<file path="src/pcas_pkg.sv">
// Constants, codes and types shared by the sequencer and its serial shifter
package pcas_pkg;

  // Clock and output data rates
  localparam int unsigned CLK_HZ        = 20_000_000;
  localparam int unsigned CLK_PERIOD_NS = 1_000_000_000 / CLK_HZ;
  localparam int unsigned ODR_A_HZ      = 10;
  localparam int unsigned ODR_B_HZ      = 50;
  localparam int unsigned ODR_C_HZ      = 60;
  localparam int unsigned ODR_D_HZ      = 120;
  localparam int unsigned PER_A_CYC     = CLK_HZ / ODR_A_HZ;
  localparam int unsigned PER_B_CYC     = CLK_HZ / ODR_B_HZ;
  localparam int unsigned PER_C_CYC     = CLK_HZ / ODR_C_HZ;
  localparam int unsigned PER_D_CYC     = CLK_HZ / ODR_D_HZ;

  // Settling is counted in whole conversion periods
  localparam int unsigned SETTLE_CONV   = 4;
  localparam logic [2:0]  SETTLE_LAST   = 3'(SETTLE_CONV - 1);

  // Ready line returns high this long before an unread word is replaced
  localparam int unsigned RDY_LEAD_NS   = 10_000;
  localparam int unsigned RDY_LEAD_CYC  = RDY_LEAD_NS / CLK_PERIOD_NS;

  // Widths
  localparam int unsigned CNT_W  = 21;
  localparam int unsigned WORD_W = 24;
  localparam int unsigned ADDR_W = 8;
  localparam int unsigned DATA_W = 32;
  localparam int unsigned BITS_W = 5;
  localparam logic [BITS_W-1:0] WORD_BITS = 5'h18;

  // Rate-select codes {hi, lo}
  localparam logic [1:0] RATE_10HZ  = 2'h3;
  localparam logic [1:0] RATE_50HZ  = 2'h2;
  localparam logic [1:0] RATE_60HZ  = 2'h1;
  localparam logic [1:0] RATE_120HZ = 2'h0;

  // Gain-select codes {hi, lo} and gain values
  localparam logic [1:0] GAIN_CODE_1   = 2'h0;
  localparam logic [1:0] GAIN_CODE_8   = 2'h1;
  localparam logic [1:0] GAIN_CODE_64  = 2'h2;
  localparam logic [1:0] GAIN_CODE_128 = 2'h3;
  localparam logic [7:0] GAIN_VAL_1    = 8'h01;
  localparam logic [7:0] GAIN_VAL_8    = 8'h08;
  localparam logic [7:0] GAIN_VAL_64   = 8'h40;
  localparam logic [7:0] GAIN_VAL_128  = 8'h80;

  // Register map
  localparam logic [ADDR_W-1:0] REG_CTRL = 8'h00;
  localparam logic [ADDR_W-1:0] REG_STAT = 8'h04;
  localparam logic [ADDR_W-1:0] REG_DATA = 8'h08;
  localparam logic [ADDR_W-1:0] REG_CONV = 8'h0C;
  localparam int unsigned CTRL_EN_BIT      = 0;
  localparam int unsigned CTRL_RESTART_BIT = 1;
  localparam logic        CTRL_EN_RST      = 1'b1;

  typedef enum logic [1:0] {
    PCAS_SRC_PAIR_A,
    PCAS_SRC_PAIR_B,
    PCAS_SRC_TEMP
  } pcas_src_t;

  typedef enum logic [1:0] {
    PCAS_ST_IDLE,
    PCAS_ST_SETTLE,
    PCAS_ST_RUN
  } pcas_state_t;

endpackage

</file>
<file path="src/pcas_ser_if.sv">
// Link between the conversion sequencer and the serial output shifter
`timescale 1ns/10ps
interface pcas_ser_if;
  logic                        load;
  logic                        abort;
  logic                        expire;
  logic                        sclk_rise;
  logic                        sclk_fall;
  logic [pcas_pkg::WORD_W-1:0] word;
  logic                        line;
  logic                        ready;
  logic                        done;

  modport seq (
    output load,
    output abort,
    output expire,
    output sclk_rise,
    output sclk_fall,
    output word,
    input  line,
    input  ready,
    input  done
  );

  modport shf (
    input  load,
    input  abort,
    input  expire,
    input  sclk_rise,
    input  sclk_fall,
    input  word,
    output line,
    output ready,
    output done
  );
endinterface

</file>
<file path="src/pcas_shifter.sv">
// Serial output shifter driving the shared ready/data line
`timescale 1ns/10ps
module pcas_shifter (
  // Clock and reset
  input  wire logic clk,
  input  wire logic rst,
  // Sequencer side
  pcas_ser_if.shf   ser
);

  logic [pcas_pkg::WORD_W-1:0] sh_q;
  logic [pcas_pkg::BITS_W-1:0] cnt_q;
  logic                        ready_q;
  logic                        line_q;
  logic                        done_q;

  assign ser.line  = line_q;
  assign ser.ready = ready_q;
  assign ser.done  = done_q;

  // Restart beats a new word, which beats expiry and shifting
  always_ff @(posedge clk) begin
    if (rst) begin
      sh_q    <= '0;
      cnt_q   <= '0;
      ready_q <= 1'b0;
      line_q  <= 1'b1;
    end else if (ser.abort) begin
      ready_q <= 1'b0;
      line_q  <= 1'b1;
    end else if (ser.load) begin
      sh_q    <= ser.word;
      cnt_q   <= '0;
      ready_q <= 1'b1;
      line_q  <= 1'b0;
    end else if (ser.expire) begin
      ready_q <= 1'b0;
      line_q  <= 1'b1;
    end else if (ready_q && ser.sclk_fall && cnt_q != pcas_pkg::WORD_BITS) begin
      line_q <= sh_q[pcas_pkg::WORD_W-1];
      sh_q   <= {sh_q[pcas_pkg::WORD_W-2:0], 1'b0};
      cnt_q  <= cnt_q + 5'h01;
    end else if (ready_q && ser.sclk_rise && cnt_q == pcas_pkg::WORD_BITS) begin
      // Each word is read once only
      ready_q <= 1'b0;
      line_q  <= 1'b1;
    end
  end

  always_ff @(posedge clk) begin
    if (rst) begin
      done_q <= 1'b0;
    end else begin
      done_q <= !ser.abort && !ser.load && !ser.expire && ready_q && ser.sclk_rise
                && cnt_q == pcas_pkg::WORD_BITS;
    end
  end

endmodule

</file>
<file path="src/pcas_sequencer.sv">
// Pin-configured conversion sequencer with settling control and serial readout
`timescale 1ns/10ps
// Contract
// Rate pins 11,10,01,00 give 10/50/60/120 Hz
// Settling lasts four conversion periods
// Rate change restarts filter, forces line high
// First result after settling, then each period
// Line high while settling; host reads ones
// Gain pins 00,01,10,11 give 1/8/64/128
// Gain change restarts filter, line held high
// After gain change, first result after settling
// Pair select low: pair A, high: B
// Channel change forces line high until settled
// Temperature select overrides the pair select
// Selecting temperature forces line high, settling
// Temperature result offset binary from 0x800000
// Every completed conversion loads data register
// Host discards results after input steps
// Line goes low when result ready
// Bits change on falling serial clock edge
// Unread result: line high before next update
// Results are offset binary coded
// Synchronise pins; any difference restarts filter (a pair select change while temp_sel is high does not restart)
module pcas_sequencer #(
  parameter int unsigned PER_A_CYC = pcas_pkg::PER_A_CYC,
  parameter int unsigned PER_B_CYC = pcas_pkg::PER_B_CYC,
  parameter int unsigned PER_C_CYC = pcas_pkg::PER_C_CYC,
  parameter int unsigned PER_D_CYC = pcas_pkg::PER_D_CYC
) (
  // Clock and reset
  input  wire  logic                          clk,
  input  wire  logic                          rst,
  // Configuration pins
  input  wire  logic                          rate_sel_lo,
  input  wire  logic                          rate_sel_hi,
  input  wire  logic                          gain_sel_lo,
  input  wire  logic                          gain_sel_hi,
  input  wire  logic                          input_pair_sel,
  input  wire  logic                          temp_sel,
  // Serial link
  input  wire  logic                          sclk,
  output logic                                dout_rdy,
  // Analog front end and filter
  output pcas_pkg::pcas_src_t                 fe_src,
  output logic [7:0]                          fe_gain,
  output logic                                mod_filt_rst,
  input  wire  logic [pcas_pkg::WORD_W-1:0]   conv_data,
  // Register port
  input  wire  logic [pcas_pkg::ADDR_W-1:0]   reg_addr,
  input  wire  logic [pcas_pkg::DATA_W-1:0]   reg_wdata,
  input  wire  logic                          reg_wr,
  input  wire  logic                          reg_rd,
  output logic [pcas_pkg::DATA_W-1:0]         reg_rdata
);

  localparam int unsigned NSYNC = 7;
  // Serial clock rests high; resetting its chain low would fake an edge
  localparam logic [NSYNC-1:0] SYNC_RST = 7'h40;

  // Period of one conversion for a rate code
  function automatic logic [pcas_pkg::CNT_W-1:0] rate_period(input logic [1:0] code);
    logic [pcas_pkg::CNT_W-1:0] p;
    p = '0;
    case (code)
      pcas_pkg::RATE_10HZ:  p = pcas_pkg::CNT_W'(PER_A_CYC);
      pcas_pkg::RATE_50HZ:  p = pcas_pkg::CNT_W'(PER_B_CYC);
      pcas_pkg::RATE_60HZ:  p = pcas_pkg::CNT_W'(PER_C_CYC);
      default:              p = pcas_pkg::CNT_W'(PER_D_CYC);
    endcase
    return p;
  endfunction

  // Gain value for a gain code
  function automatic logic [7:0] gain_value(input logic [1:0] code);
    logic [7:0] g;
    g = '0;
    case (code)
      pcas_pkg::GAIN_CODE_1:  g = pcas_pkg::GAIN_VAL_1;
      pcas_pkg::GAIN_CODE_8:  g = pcas_pkg::GAIN_VAL_8;
      pcas_pkg::GAIN_CODE_64: g = pcas_pkg::GAIN_VAL_64;
      default:                g = pcas_pkg::GAIN_VAL_128;
    endcase
    return g;
  endfunction

  // Two-stage synchronisers for every asynchronous pin
  logic [NSYNC-1:0] pin_raw;
  logic [NSYNC-1:0] meta_q;
  logic [NSYNC-1:0] sync_q;

  assign pin_raw = {sclk, temp_sel, input_pair_sel, gain_sel_hi, gain_sel_lo,
                    rate_sel_hi, rate_sel_lo};

  genvar gi;
  generate
    for (gi = 0; gi < NSYNC; gi++) begin : g_sync
      always_ff @(posedge clk) begin
        if (rst) begin
          meta_q[gi] <= SYNC_RST[gi];
          sync_q[gi] <= SYNC_RST[gi];
        end else begin
          meta_q[gi] <= pin_raw[gi];
          sync_q[gi] <= meta_q[gi];
        end
      end
    end
  endgenerate

  // Decoded configuration
  logic [1:0]          rate_code;
  logic [1:0]          gain_code;
  pcas_pkg::pcas_src_t src_d;
  logic [5:0]          cfg_d;

  assign rate_code = sync_q[1:0];
  assign gain_code = sync_q[3:2];

  always_comb begin
    if (sync_q[5]) begin
      src_d = pcas_pkg::PCAS_SRC_TEMP;
    end else if (sync_q[4]) begin
      src_d = pcas_pkg::PCAS_SRC_PAIR_B;
    end else begin
      src_d = pcas_pkg::PCAS_SRC_PAIR_A;
    end
  end

  // Pair select is ignored while the sensor is routed, so it cannot restart
  assign cfg_d = {src_d, gain_code, rate_code};

  logic [5:0] cfg_prev_q;
  logic       primed_q;
  logic       cfg_change;

  always_ff @(posedge clk) begin
    if (rst) begin
      cfg_prev_q <= '0;
      primed_q   <= 1'b0;
    end else begin
      cfg_prev_q <= cfg_d;
      primed_q   <= 1'b1;
    end
  end

  assign cfg_change = primed_q && (cfg_d != cfg_prev_q);

  // Serial clock edges from the synchronised copy only
  logic sclk_old_q;

  always_ff @(posedge clk) begin
    if (rst) begin
      sclk_old_q <= 1'b1;
    end else begin
      sclk_old_q <= sync_q[6];
    end
  end

  // Control register
  logic ctrl_en_q;
  logic soft_restart;
  logic en_old_q;
  logic restart;

  always_ff @(posedge clk) begin
    if (rst) begin
      ctrl_en_q <= pcas_pkg::CTRL_EN_RST;
    end else if (reg_wr && reg_addr == pcas_pkg::REG_CTRL) begin
      ctrl_en_q <= reg_wdata[pcas_pkg::CTRL_EN_BIT];
    end
  end

  assign soft_restart = reg_wr && reg_addr == pcas_pkg::REG_CTRL
                        && reg_wdata[pcas_pkg::CTRL_RESTART_BIT];

  always_ff @(posedge clk) begin
    if (rst) begin
      en_old_q <= 1'b0;
    end else begin
      en_old_q <= ctrl_en_q && primed_q;
    end
  end

  // Any decoded configuration change, software restart or re-enable starts afresh
  assign restart = ctrl_en_q && primed_q && (cfg_change || soft_restart || !en_old_q);

  // Sequencing state
  pcas_pkg::pcas_state_t      state_q;
  logic [pcas_pkg::CNT_W-1:0] per_q;
  logic [pcas_pkg::CNT_W-1:0] tick_q;
  logic [2:0]                 settle_q;
  logic                       period_end;
  logic                       load;
  logic                       expire;

  assign period_end = (tick_q == per_q - 21'h000001);

  always_ff @(posedge clk) begin
    if (rst) begin
      state_q  <= pcas_pkg::PCAS_ST_IDLE;
      per_q    <= pcas_pkg::CNT_W'(PER_D_CYC);
      tick_q   <= '0;
      settle_q <= '0;
    end else if (!ctrl_en_q) begin
      state_q <= pcas_pkg::PCAS_ST_IDLE;
      tick_q  <= '0;
    end else if (restart) begin
      state_q  <= pcas_pkg::PCAS_ST_SETTLE;
      per_q    <= rate_period(rate_code);
      tick_q   <= '0;
      settle_q <= '0;
    end else begin
      case (state_q)
        pcas_pkg::PCAS_ST_SETTLE: begin
          if (period_end) begin
            tick_q <= '0;
            if (settle_q == pcas_pkg::SETTLE_LAST) begin
              state_q <= pcas_pkg::PCAS_ST_RUN;
            end else begin
              settle_q <= settle_q + 3'h1;
            end
          end else begin
            tick_q <= tick_q + 21'h000001;
          end
        end
        pcas_pkg::PCAS_ST_RUN: begin
          if (period_end) begin
            tick_q <= '0;
          end else begin
            tick_q <= tick_q + 21'h000001;
          end
        end
        default: begin
          tick_q <= '0;
        end
      endcase
    end
  end

  // Settling ends with a result; running loads one per period
  assign load = ctrl_en_q && !restart && period_end
                && ((state_q == pcas_pkg::PCAS_ST_SETTLE && settle_q == pcas_pkg::SETTLE_LAST)
                    || state_q == pcas_pkg::PCAS_ST_RUN);

  // Lead assumes the period exceeds the lead time by a wide margin
  assign expire = state_q == pcas_pkg::PCAS_ST_RUN && !restart
                  && tick_q == per_q - pcas_pkg::CNT_W'(pcas_pkg::RDY_LEAD_CYC) - 21'h000001;

  // Front-end controls follow the live selection
  always_ff @(posedge clk) begin
    if (rst) begin
      fe_src       <= pcas_pkg::PCAS_SRC_PAIR_A;
      fe_gain      <= pcas_pkg::GAIN_VAL_1;
      mod_filt_rst <= 1'b1;
    end else begin
      fe_src       <= src_d;
      fe_gain      <= gain_value(gain_code);
      mod_filt_rst <= restart || !ctrl_en_q;
    end
  end

  // Data register: offset binary words pass through unchanged
  logic [pcas_pkg::WORD_W-1:0] result_q;
  logic [15:0]                 conv_cnt_q;

  always_ff @(posedge clk) begin
    if (rst) begin
      result_q <= '0;
    end else if (load) begin
      result_q <= conv_data;
    end
  end

  always_ff @(posedge clk) begin
    if (rst) begin
      conv_cnt_q <= '0;
    end else if (load) begin
      conv_cnt_q <= conv_cnt_q + 16'h0001;
    end
  end

  // Serial shifter
  pcas_ser_if ser ();

  assign ser.load      = load;
  assign ser.abort     = restart || !ctrl_en_q;
  assign ser.expire    = expire;
  assign ser.sclk_rise = sync_q[6] && !sclk_old_q;
  assign ser.sclk_fall = !sync_q[6] && sclk_old_q;
  assign ser.word      = conv_data;

  pcas_shifter u_shifter (
    .clk (clk),
    .rst (rst),
    .ser (ser.shf)
  );

  assign dout_rdy = ser.line;

  // Last word fully clocked out; set beats a same-cycle clear
  logic read_ok_q;

  always_ff @(posedge clk) begin
    if (rst) begin
      read_ok_q <= 1'b0;
    end else if (ser.done) begin
      read_ok_q <= 1'b1;
    end else if (ser.load || ser.abort) begin
      read_ok_q <= 1'b0;
    end
  end

  // Register reads, one cycle after the strobe
  logic [pcas_pkg::DATA_W-1:0] stat_word;

  // Status: run, settle, pending, read out, spare, rate, gain, source
  assign stat_word = {19'h00000,
                      fe_src, gain_code, rate_code,
                      3'h0, read_ok_q, ser.ready,
                      state_q == pcas_pkg::PCAS_ST_SETTLE,
                      state_q == pcas_pkg::PCAS_ST_RUN};

  always_ff @(posedge clk) begin
    if (rst) begin
      reg_rdata <= '0;
    end else if (reg_rd) begin
      if (reg_addr == pcas_pkg::REG_CTRL) begin
        reg_rdata <= {31'h00000000, ctrl_en_q};
      end else if (reg_addr == pcas_pkg::REG_STAT) begin
        reg_rdata <= stat_word;
      end else if (reg_addr == pcas_pkg::REG_DATA) begin
        reg_rdata <= {8'h00, result_q};
      end else if (reg_addr == pcas_pkg::REG_CONV) begin
        reg_rdata <= {16'h0000, conv_cnt_q};
      end else begin
        reg_rdata <= '0;
      end
    end else begin
      reg_rdata <= '0;
    end
  end

endmodule

</file>
<file path="config.mk">
export PLATFORM = sky130hd
export DESIGN_NAME = pcas_sequencer
export DESIGN_NICKNAME = d
export VERILOG_FILES = /design/src/pcas_pkg.sv /design/src/pcas_ser_if.sv /design/src/pcas_shifter.sv /design/src/pcas_sequencer.sv
export SDC_FILE = /design/constraint.sdc
export NUM_CORES = 1
export LEC_CHECK = 0
export BUFFER_PORTS_ARGS = -buffer_cell sky130_fd_sc_hd__buf_4
export CAP_MARGIN = 20
export CORE_ASPECT_RATIO = 0.7
export CORE_MARGIN = 4
export CORE_UTILIZATION = 35
export DETAILED_ROUTE_END_ITERATION = 8
export PLACE_DENSITY = 0.53
export SLEW_MARGIN = 20
export SYNTH_ARGS = -nofsm -noshare
export SYNTH_HDL_FRONTEND = slang
export SYNTH_SLANG_ARGS = --single-unit
export TNS_END_PERCENT = 10
</file>
<file path="constraint.sdc">
create_clock -name clk -period 3 [get_ports clk]
set_input_delay 0.15 -clock clk [delete_from_list [all_inputs] [get_ports clk]]
set_output_delay 0.15 -clock clk [all_outputs]
set_load 0.01 [all_outputs]
</file>
Word level (Yosys, flattened, before mapping)
Index checks and enable logic that the tools add are counted.

word-level totals
  flip-flop bits (word level) = 187
  input bits = 75
  output and inout port bits = 44
  word-level logic and storage cells = 161

cells by class
  add/subtract/negate cells = 7
  equal/unequal tests = 19
  muxes and demuxes = 33
  bitwise operators = 4
  reduce and logical (&&, ||, !) cells = 59

operator list
  operator                                            count
  2-to-1 mux 24 bit                                   4
  one-hot mux 21 bit (3 select lines)                 1
  == test 21 bit                                      2
  subtractor 21 x 1 -> 21 bit, second input constant  2
  one-hot mux 8 bit (3 select lines)                  1
  logical AND 1 bit                                   22
  adder 21 x 1 -> 21 bit, second input constant       1
  subtractor 21 x 8 -> 21 bit, second input constant  1
  2-to-1 mux 1 bit                                    17
  adder 16 x 1 -> 16 bit, second input constant       1
  == test 8 x 4 -> 1 bit, second input constant       2
  2-to-1 mux 16 bit                                   1
  2-to-1 mux 5 bit                                    3
  2-to-1 mux 13 bit                                   1
  2-to-1 mux 3 bit                                    4
  nonzero test 2 bit                                  5
  OR reduction 5 bit                                  2
  AND reduction 3 bit                                 3
  == test 2 bit, second input constant                4
  == test 8 x 3 -> 1 bit, second input constant       1
  zero test 1 bit                                     8
  zero test 8 bit                                     1
  OR reduction 2 bit                                  4
  == test 2 x 1 -> 1 bit, second input constant       3
  other kinds (18)                                    28

Logic depth before layout (Yosys ltp)
Gate-level depths: netlist (run 1).

  depth in word-level cells = 17
  depth in mapped cells = 14
  gate-level depth less buffers = 10

Modules after synthesis
Synthesis (run 1) repeated with hierarchy kept, for this count alone.

unflattened totals
  cell total of the unflattened synthesis = 871
  area total of the unflattened synthesis = 8087.8 µm²

modules (own cells, without submodules)
  module          instances  cells each  area each (µm²)  sequential area each (µm²)
  pcas_sequencer  1          697         6272.3           2622.5
  pcas_shifter    1          174         1815.5           640.6

Least setup slack after synthesis (run 1)
OpenSTA, ideal clock, no wires.

  path kind = reg2reg
  start point = register per_q[16] (netlist name)
  end point = register conv_cnt_q[15]
  setup time = 71 ps
  arrival = 3019 ps
  data required time = 2929 ps
  slack = -90 ps
  cell stages (with the launch flop) = 12
  buffers on the path = 1
  clock period less this slack = 3090 ps
  cells stage by stage = dfxtp_1 > buf_2 > inv_1 > ha_1 > o2bb2ai_1 > a2111oi_0 > nand4_1 > a2111oi_0 > nand4_1 > or2_1 > or4_1 > a21oi_1

between the ends
  word-level cells in the longest chain between the ends = 4

ends and longest elaborated chain
  item                         RTL line               RTL
  start: declaration           pcas_sequencer.sv:188  logic [pcas_pkg::CNT_W-1:0] per_q;
  start signal: assignment     pcas_sequencer.sv:200  per_q <= pcas_pkg::CNT_W'(PER_D_CYC);
  start signal: assignment     pcas_sequencer.sv:208  per_q <= rate_period(rate_code);
  subtractor 21 x 1 -> 21 bit  pcas_sequencer.sv:195  assign period_end = (tick_q == per_q - 21'h000001);
  == test 21 bit               pcas_sequencer.sv:195
  logical AND 1 bit            pcas_sequencer.sv:240  assign load = ctrl_en_q && !restart && period_end
  logical AND 1 bit            pcas_sequencer.sv:241  && ((state_q == pcas_pkg::PCAS_ST_SETTLE && settle_q == pcas_pkg::SETTLE_LAST)
  end signal: assignment       pcas_sequencer.sv:277  conv_cnt_q <= conv_cnt_q + 16'h0001;
  end: declaration             pcas_sequencer.sv:263  logic [15:0] conv_cnt_q;

Every way passes these cells.
A chain may end at the register's enable or synchronous reset.

Worst setup path in the final report (run 1)
  start point = register per_q[9] (netlist name)
  end point = register conv_cnt_q[5]

Same word-level chain as after synthesis.

==> impl_results.md, run 1 <==
- Max-capacitance violation count: 0
- Part of the total power dissipated in combinational logic: 0.070
- Sequential share of power: 0.464
- Number of nets at the end of the flow: ~1100
- Cell area after technology mapping: 7617 um2
- Number of rows in the core area: 44
- Fin Hold WS: around 0.023 ns
- Async S/R FF share, synth: 0
- Number of clock buffers inserted by TritonCTS: 17
- WL per Instance: ~17 um
- Final cycle utilization of the critical path: 0.9710
- Final Max Slew Viols: 0
- Area of the core region: ~21000 um2
- Status: complete, no violations
- Internal power: roughly 3.6 mW
- Count of endpoints failing hold in the final timing report: 0
- Type of the worst min-delay path: input port to flop
- Number of instances in the synthesized netlist: between 800 and 900
- Share of the core filled with cells in the final layout: 0.4658
- Clock tree skew after final layout: 0.01348 ns
- Maximum resistive drop on vdd: approximately 0.37 mV
- Setup violation total in the final timing report: 0
- Worst endpoint data arrival time: approximately 3.3 ns
- Critical path peak fanout: 5
- Count of state elements after synthesis: between 150 and 200
- Largest net degree at the start of global routing: 57
- Final wirelength: roughly 22000 um
- Crit path capture type: flop
- Yosys warns: 0
- Sum of internal, switching and leakage power: 4.765 mW
- Distinct cell type count after synthesis: 66
- Clk buf depth: 2
- Die width: around 180 um
- Kind of launch point of the worst setup path: flop
- Master cell of the clock root buffer: sky130_fd_sc_hd__clkbuf_16
- Buffers on Ports: 76
- Clock slew seen by the registers of the worst setup and hold paths: roughly 0.070 ns
- Die Area: between 20000 and 25000 um2
- Drt drc: 0
- Areal power density over the cells: slightly below 500 nW/um2
- Switching power: about 1.1 mW
- Setup slack at placement: -0.1771 ns
- Via-per-instance ratio: 5.014
- Clock H-tree levels: 4
- Fmax: between 300 and 400 MHz
- TritonCTS clock tree: done
- Wire length of the first global-routing pass: around 34000 um
- Fin worst setup slack: 0.08711 ns
- Cells after DPL: between 1000 and 1500
- Number of vias in the routed layout: 6598
- Portion of total power attributed to the clock network: 0.467
- Setup repair after global routing missed its margin: yes
- Sum of overflow across all layers after global routing: 0
- HPWL after DPL: approximately 16000 um
- Category of the critical setup timing path: flop to flop
- Dominant register cell in the synthesized netlist: sky130_fd_sc_hd__dfxtp_1
- Transition time of the tightest slew-check pin: about 0.63 ns
- Shortest clock period the worst path allows after layout: roughly 2.9 ns
- Leak Pwr: approximately 3.8 nW
- Sequential-to-total area share from yosys stat: 0.4284
- Vias in the first global route: ~6000
- Height of the die: 131.4 um
- First-pass detailed-route iteration total: 5
- Critical Path RT: 3.36 ns
- Filler cells: between 2000 and 2500
- Number of antenna violations at the first check in global routing: 1
- Area grow syn2layout: 28.93%
- Max-slew headroom at the worst pin: 0.5786
- Starting Density: 0.3613
- Post-synth EDFFs: 0
- Share of post-route cells with drive strength above 1: 0.2117
- Clock latency reported for the late side of the worst-skew pair: 0.44 ns
- Placer congestion estimate: about 0.9
- Switching share of power: 0.2406
- Post-route insts no fill: about 1300
- Post-Syn Area per Cell: 8.511 um2
- I/O pin cnt: between 100 and 150
- Remaining number of nets flagged by the antenna check after routing: 0
- Number of clock sinks: 163
- Global-route usage over all layers: 0.1804
- Drt initial violations: 640
==> Yosys cell counts (5+ instances only) <==
cell type                  count  area, um2
sky130_fd_sc_hd__xor2_1       26      227.7
sky130_fd_sc_hd__nor3_1       20      100.1
sky130_fd_sc_hd__or3_1        11      68.82
sky130_fd_sc_hd__dfxtp_1     163       3263
sky130_fd_sc_hd__nor2_1      108      405.4
sky130_fd_sc_hd__a21oi_1      54      270.3
sky130_fd_sc_hd__buf_4        14      105.1
sky130_fd_sc_hd__buf_2         5      25.02
sky130_fd_sc_hd__xnor2_1      34      297.8
sky130_fd_sc_hd__mux2i_1      31      310.3
sky130_fd_sc_hd__o21ai_0      16      80.08
sky130_fd_sc_hd__clkbuf_1     44      165.2
sky130_fd_sc_hd__nand4_1      13      81.33
sky130_fd_sc_hd__nor4_1       12      75.07
sky130_fd_sc_hd__nand2_1     105      394.1
sky130_fd_sc_hd__nor3b_1       5      37.54
sky130_fd_sc_hd__nand2b_1      8      50.05
sky130_fd_sc_hd__inv_1        25      93.84
sky130_fd_sc_hd__and3_1       20      125.1
sky130_fd_sc_hd__nor2b_1      20      125.1
sky130_fd_sc_hd__a211oi_1     24      180.2
sky130_fd_sc_hd__and2_1        6      37.54
sky130_fd_sc_hd__o311ai_0      6      52.55
sky130_fd_sc_hd__a22oi_1       7      52.55
sky130_fd_sc_hd__ha_1         21      262.8
sky130_fd_sc_hd__nand3_1      21      105.1
==> critical path: stages, from the launching register on <==
cell and delay, ns:
sky130_fd_sc_hd__dfxtp_1 0.33, sky130_fd_sc_hd__or4_4 0.55, sky130_fd_sc_hd__buf_6 0.16, sky130_fd_sc_hd__nor4_4 0.22, sky130_fd_sc_hd__a311oi_2 0.10, sky130_fd_sc_hd__a2111oi_2 0.37, sky130_fd_sc_hd__nand4_1 0.19, sky130_fd_sc_hd__or2_4 0.30
sky130_fd_sc_hd__or4_1 0.46, sky130_fd_sc_hd__a21oi_1 0.14
==> worst paths after layout <==
kind | start | end | slack [ns] | cells after the start
min reg2reg | meta_q[6]$_SDFF_PP1_ | sync_q[6]$_SDFF_PP1_ | 0.41 | 1
max reg2reg | per_q[9]$_SDFFE_PP1P_ | conv_cnt_q[5]$_SDFFE_PP0N_ | 0.09 | 9
min | reg_wdata[0] | ctrl_en_q$_SDFFE_PP1N_ | 0.02 | 3
max | per_q[9]$_SDFFE_PP1P_ | conv_cnt_q[5]$_SDFFE_PP0N_ | 0.09 | 9
==> area by class of cell <==
| cell class | instances | area (um2) | share of cell area |
|---|---|---|---|
| antenna | 1 | 2.502 | 0.0002548 |
| timing repair buffer | 170 | 1408 | 0.1433 |
| clock buffer | 19 | 452.9 | 0.04612 |
| inverter | 25 | 96.34 | 0.009810 |
| clock inverter | 13 | 146.4 | 0.01491 |
| multi-input combinational | 649 | 4103 | 0.4178 |
| sequential | 163 | 3267 | 0.3327 |
| tap | 276 | 345.3 | 0.03516 |
==> power by group through the flow <==
stage | clock network (mW) | logic, mW | registers, mW
after floorplan | 0 | 0.171 | 2.25
after global placement | 0 | 0.292 | 2.26
after detailed placement | 0 | 0.293 | 2.26
after CTS | 2.28 | 0.321 | 2.21
after global routing | 2.37 | 0.359 | 2.21
final | 2.22 | 0.332 | 2.21
==> per-stage QoR <==
| stage | setup TNS (ns) | instance area [um2] |
|---|---|---|
| after floorplan | -0.6941 | 7671 |
| after global placement | -2.677 | 8810 |
| after detailed placement | -4.450 | 8810 |
| after CTS | -0.0007925 | 9699 |
| after global routing | -0.04103 | 9821 |
| final | 0 | 9821 |
==> metal layers <==
metal | part of all wire | track usage | wire [um] | up-vias
met1 | 0.52 | 0.2859 | 11500 | 3046
li1 | - | - | - | 3326
met5 | 0 | 0 | 0 | -
met4 | 0.0096 | 0.04475 | 211 | 0
met2 | 0.40 | 0.2419 | 8805 | 208
met3 | 0.067 | 0.04254 | 1473 | 18
==> kinds of logic after synthesis <==
family                     synth area share
and+or+nand+nor                      0.2429
DFF                                  0.4284
AOI/OAI and AO/OA                    0.1248
buffers and inverters               0.05913
xor gates and xnor gates            0.06899
muxes                               0.04074
adders and majority gates           0.03449
other                             0.0004923
==> state kept, by name, summed over array words and instances, names as in the netlist, 2 cells and up <==
name	cells
sync_q	3
per_q	11
reg_rdata	24
settle_q	3
tick_q	21
state_q	2
conv_cnt_q	16
cfg_d	4
fe_gain	4
meta_q	7
u_shifter.cnt_q	5
u_shifter.sh_q	24
result_q	24
cfg_prev_q	6
==> timing repair <==
| action | 4_1_cts | 5_1_grt |
|---|---|---|
| gates resized for setup | 11 | 30 |
| endpoints found under the hold margin | 24 | 0 |
| cloned | 2 | 0 |
| hold buffers | 23 | 0 |
| pin swaps | 4 | 15 |
| endpoints found under the setup margin | 58 | 71 |
| buffers inserted | 1 | 1 |
==> cell usage in the layout, fill, tap and decap left out, types with 20 or more instances in the layout <==
| cell | netlist | final |
|---|---|---|
| sky130_fd_sc_hd__a211oi_1 | 24 | 22 |
| sky130_fd_sc_hd__a21oi_1 | 54 | 53 |
| sky130_fd_sc_hd__and3_1 | 20 | 20 |
| sky130_fd_sc_hd__buf_4 | 14 | 139 |
| sky130_fd_sc_hd__dfxtp_1 | 163 | 162 |
| sky130_fd_sc_hd__dlygate4sd3_1 | 0 | 23 |
| sky130_fd_sc_hd__ha_1 | 21 | 20 |
| sky130_fd_sc_hd__inv_1 | 25 | 22 |
| sky130_fd_sc_hd__mux2i_1 | 31 | 31 |
| sky130_fd_sc_hd__nand2_1 | 105 | 105 |
| sky130_fd_sc_hd__nand3_1 | 21 | 21 |
| sky130_fd_sc_hd__nor2_1 | 108 | 108 |
| sky130_fd_sc_hd__xnor2_1 | 34 | 34 |
| sky130_fd_sc_hd__xor2_1 | 26 | 26 |
Power figures use the tool's default switching activity.
==> run 2: changes to the inputs <==
--- a/config.mk
+++ b/config.mk
@@ -7,9 +7,10 @@
 export LEC_CHECK = 0
 export BUFFER_PORTS_ARGS = -buffer_cell sky130_fd_sc_hd__buf_4
 export CAP_MARGIN = 20
-export CORE_ASPECT_RATIO = 0.7
+export CORE_ASPECT_RATIO = 2
 export CORE_MARGIN = 4
 export CORE_UTILIZATION = 35
+export CTS_BUF_LIST = sky130_fd_sc_hd__clkbuf_16
 export DETAILED_ROUTE_END_ITERATION = 8
 export PLACE_DENSITY = 0.53
 export SLEW_MARGIN = 20
==> run 2 against run 1 <==
Utilization grew 0.25 points. Clock power is 4% higher. Critical path depth rose by 1. Worst setup slack got worse by 0.010 ns. Cell count increased by 1.1%. Power rose by 1.9%. Critical path type unchanged. Sequential cell count unchanged. Sequential power about the same. First-iteration DRC count decreased by 70%. Via count is 2.2% higher. Highest routed layer unchanged. Worst hold slack gained 0.018 ns. Largest power group unchanged. Wire length up 6.6%.
==> impl_results.md, run 2 (synthesized netlist as in run 1, its figures left out) <==
- Status: complete, no violations
- Max-capacitance violation count: 0 (unchanged)
- Multi-input combinational cell area: 4194 um2 (+2.2%)
- Transition time of the tightest slew-check pin: 0.6565 ns (+0.02445 ns)
- Portion of total power attributed to the clock network: 0.473 (+0.006)
- Final Max Slew Viols: 0 (unchanged)
- Final cycle utilization of the critical path: 0.9744 (+0.003459)
- I/O pin cnt: 119 (unchanged)
- Clock tree skew after final layout: 0.007143 ns (-0.006342 ns)
- Post-route insts no fill: 1331 (+1.1%)
- Critical Path RT: 3.33 ns (-0.03 ns)
- Vias in the first global route: 7018 (+16%)
- Clock slew seen by the registers of the worst setup and hold paths: 0.06 ns (about the same)
- Remaining number of nets flagged by the antenna check after routing: 0 (unchanged)
- Share of the core filled with cells in the final layout: 0.4682 (+0.002450)
- Internal power: 3.739 mW (+3.3%)
- Fin Hold WS: 0.04182 ns (+0.01843 ns)
- Count of endpoints failing hold in the final timing report: 0 (unchanged)
- Sum of internal, switching and leakage power: 4.855 mW (+1.9%)
- Kind of launch point of the worst setup path: flop
- First-pass detailed-route iteration total: 4 (-1)
- Most common library cell in the layout ignoring fill and taps: sky130_fd_sc_hd__dfxtp_1
- Number of nets at the end of the flow: 1142 (+1.8%)
- Final wirelength: 23440 um (+6.6%)
- Fmax: 342.1 MHz (-0.35%)
- Shortest clock period the worst path allows after layout: 2.923 ns (+0.01038 ns)
- Global-route usage over all layers: 0.1949 (+0.01451)
- Final Instance Area: 10060 um2 (+2.5%)
- HPWL after DPL: 17380 um (+7.9%)
- Fin worst setup slack: 0.07673 ns (-0.01038 ns)
- Clock latency reported for the late side of the worst-skew pair: 0.44 ns (about the same)
- Critical path peak fanout: 23 (+18)
- Switching power: 1.117 mW (-2.6%)
- Die Area: 24330 um2 (+0.43%)
- Largest registers: reg_rdata (24), result_q (24), u_shifter.sh_q (24)
- Placer congestion estimate: 0.8826 (-1.9%)
- Number of rows in the core area: 76 (+73%)
- Buffers on Ports: 76 (unchanged)
- Setup repair after global routing missed its margin: yes
- Drt initial violations: 195 (-70%)
- Area grow syn2layout: 32.10%
- Areal power density over the cells: 482.5 nW/um2 (-0.55%)
- Highest-count cells in the layout ignoring fill and taps: sky130_fd_sc_hd__dfxtp_1 (161), sky130_fd_sc_hd__buf_4 (152), sky130_fd_sc_hd__nor2_1 (108)
- Fin Setup TNS: 0 ns (unchanged)
- ANT cells: 0 (-1)
- Switching share of power: 0.2300 (-0.01068)
- Master cell of the clock root buffer: sky130_fd_sc_hd__clkbuf_16
- Clk buf depth: 2 (unchanged)
- Sequential share of power: 0.455 (-0.009)
- Category of the critical setup timing path: flop to flop
- Part of the total power dissipated in combinational logic: 0.073 (+0.003)
- Drt drc: 0 (unchanged)
- Largest net degree at the start of global routing: 55 (-3.5%)
- Cells after DPL: 1262 (+0.48%)
- Crit path capture type: flop
- Maximum resistive drop on vdd: 0.4906 mV (+33%)
- Via-per-instance ratio: 5.064 (+1.0%)
- Share of post-route cells with drive strength above 1: 0.2306 (+0.01888)
- WL per Instance: 17.61 um (+5.4%)
- Setup violation total in the final timing report: 0 (unchanged)
- Type of the worst min-delay path: input port to flop
- Number of vias in the routed layout: 6740 (+2.2%)
- Leak Pwr: 3.841 nW (+1.8%)
- Number of clock buffers inserted by TritonCTS: 17 (unchanged)
- Die width: 112.3 um (-39%)
- Placed inst area: 8836 um2 (+0.30%)
- Starting Density: 0.3544 (-0.006815)
- Area of the core region: 21490 um2 (+1.9%)
- TritonCTS clock tree: done
- Sum of overflow across all layers after global routing: 0 (unchanged)
- Clock H-tree levels: 4 (unchanged)
- Max-slew headroom at the worst pin: 0.5589 (-0.01967)
- Wire length of the first global-routing pass: 36840 um (+7.9%)
- Setup slack at placement: -0.2220 ns (-0.04490 ns)
- Filler cells: 2176 (+4.0%)
- Worst endpoint data arrival time: 3.25 ns (-0.02 ns)
- Worst reg-to-reg setup slack: 0.08 ns (about the same)
- Sequential cell area in the final layout: 3268 um2 (about the same)
- Number of antenna violations at the first check in global routing: 0 (-1)
- Height of the die: 216.6 um (+65%)
- Number of clock sinks: 163 (unchanged)
==> run 2: worst max-delay path: stages, from the launching register on <==
cell and delay [ns]:
sky130_fd_sc_hd__dfxtp_1 0.34, sky130_fd_sc_hd__or4_4 0.59, sky130_fd_sc_hd__buf_4 0.17, sky130_fd_sc_hd__o21ai_0 0.28
sky130_fd_sc_hd__nor2_1 0.09, sky130_fd_sc_hd__or3_1 0.43, sky130_fd_sc_hd__nand3_1 0.15, sky130_fd_sc_hd__nor3_2 0.07
sky130_fd_sc_hd__buf_4 0.16, sky130_fd_sc_hd__buf_6 0.17, sky130_fd_sc_hd__a311o_1 0.35
==> run 2: worst paths after layout <==
| path | start | to | depth (start not counted) |
|---|---|---|---|
| min | reg_wr | ctrl_en_q$_SDFFE_PP1N_ | 3 |
| max reg2reg | per_q[9]$_SDFFE_PP1P_ | u_shifter.sh_q[20]$_SDFFE_PP0P_ | 10 |
| max | per_q[9]$_SDFFE_PP1P_ | u_shifter.sh_q[20]$_SDFFE_PP0P_ | 10 |
| min reg2reg | meta_q[6]$_SDFF_PP1_ | sync_q[6]$_SDFF_PP1_ | 1 |
==> run 2: power by group through the flow <==
stage	clock network, mW	logic, mW	registers [mW]
after floorplan	0	0.171	2.25
after detailed placement	0	0.303	2.26
after global placement	0	0.303	2.26
after global routing	2.43	0.383	2.21
after CTS	2.36	0.339	2.21
final	2.30	0.353	2.21
==> run 2: repair_timing <==
item	4_1_cts	5_1_grt
setup buffers	0	4
endpoints found under the hold margin	33	0
pin swaps	2	17
endpoints found under the setup margin	65	78
gates cloned	1	1
resized for setup	14	47
hold buffers	32	0
==> run 2: metal layers <==
layer | vias up | share of wire | global-route usage | wire length [um]
met1 | 3166 | 0.34 | 0.1821 | 7936
li1 | 3350 | - | - | -
met3 | 70 | 0.030 | 0.03437 | 696
met4 | 0 | 0.057 | 0.1199 | 1334
met2 | 154 | 0.57 | 0.3797 | 13470
met5 | - | 0 | 0 | 0
==> run 2: final cells by class <==
class / count / share of cell area
Sequential cell: 163 / 0.3248
Clock inverter: 14 / 0.01865
Tap cell: 273 / 0.03395
Multi-Input combinational cell: 649 / 0.4168
Timing Repair Buffer: 190 / 0.1537
Clock buffer: 17 / 0.04228
Inverter: 25 / 0.009823
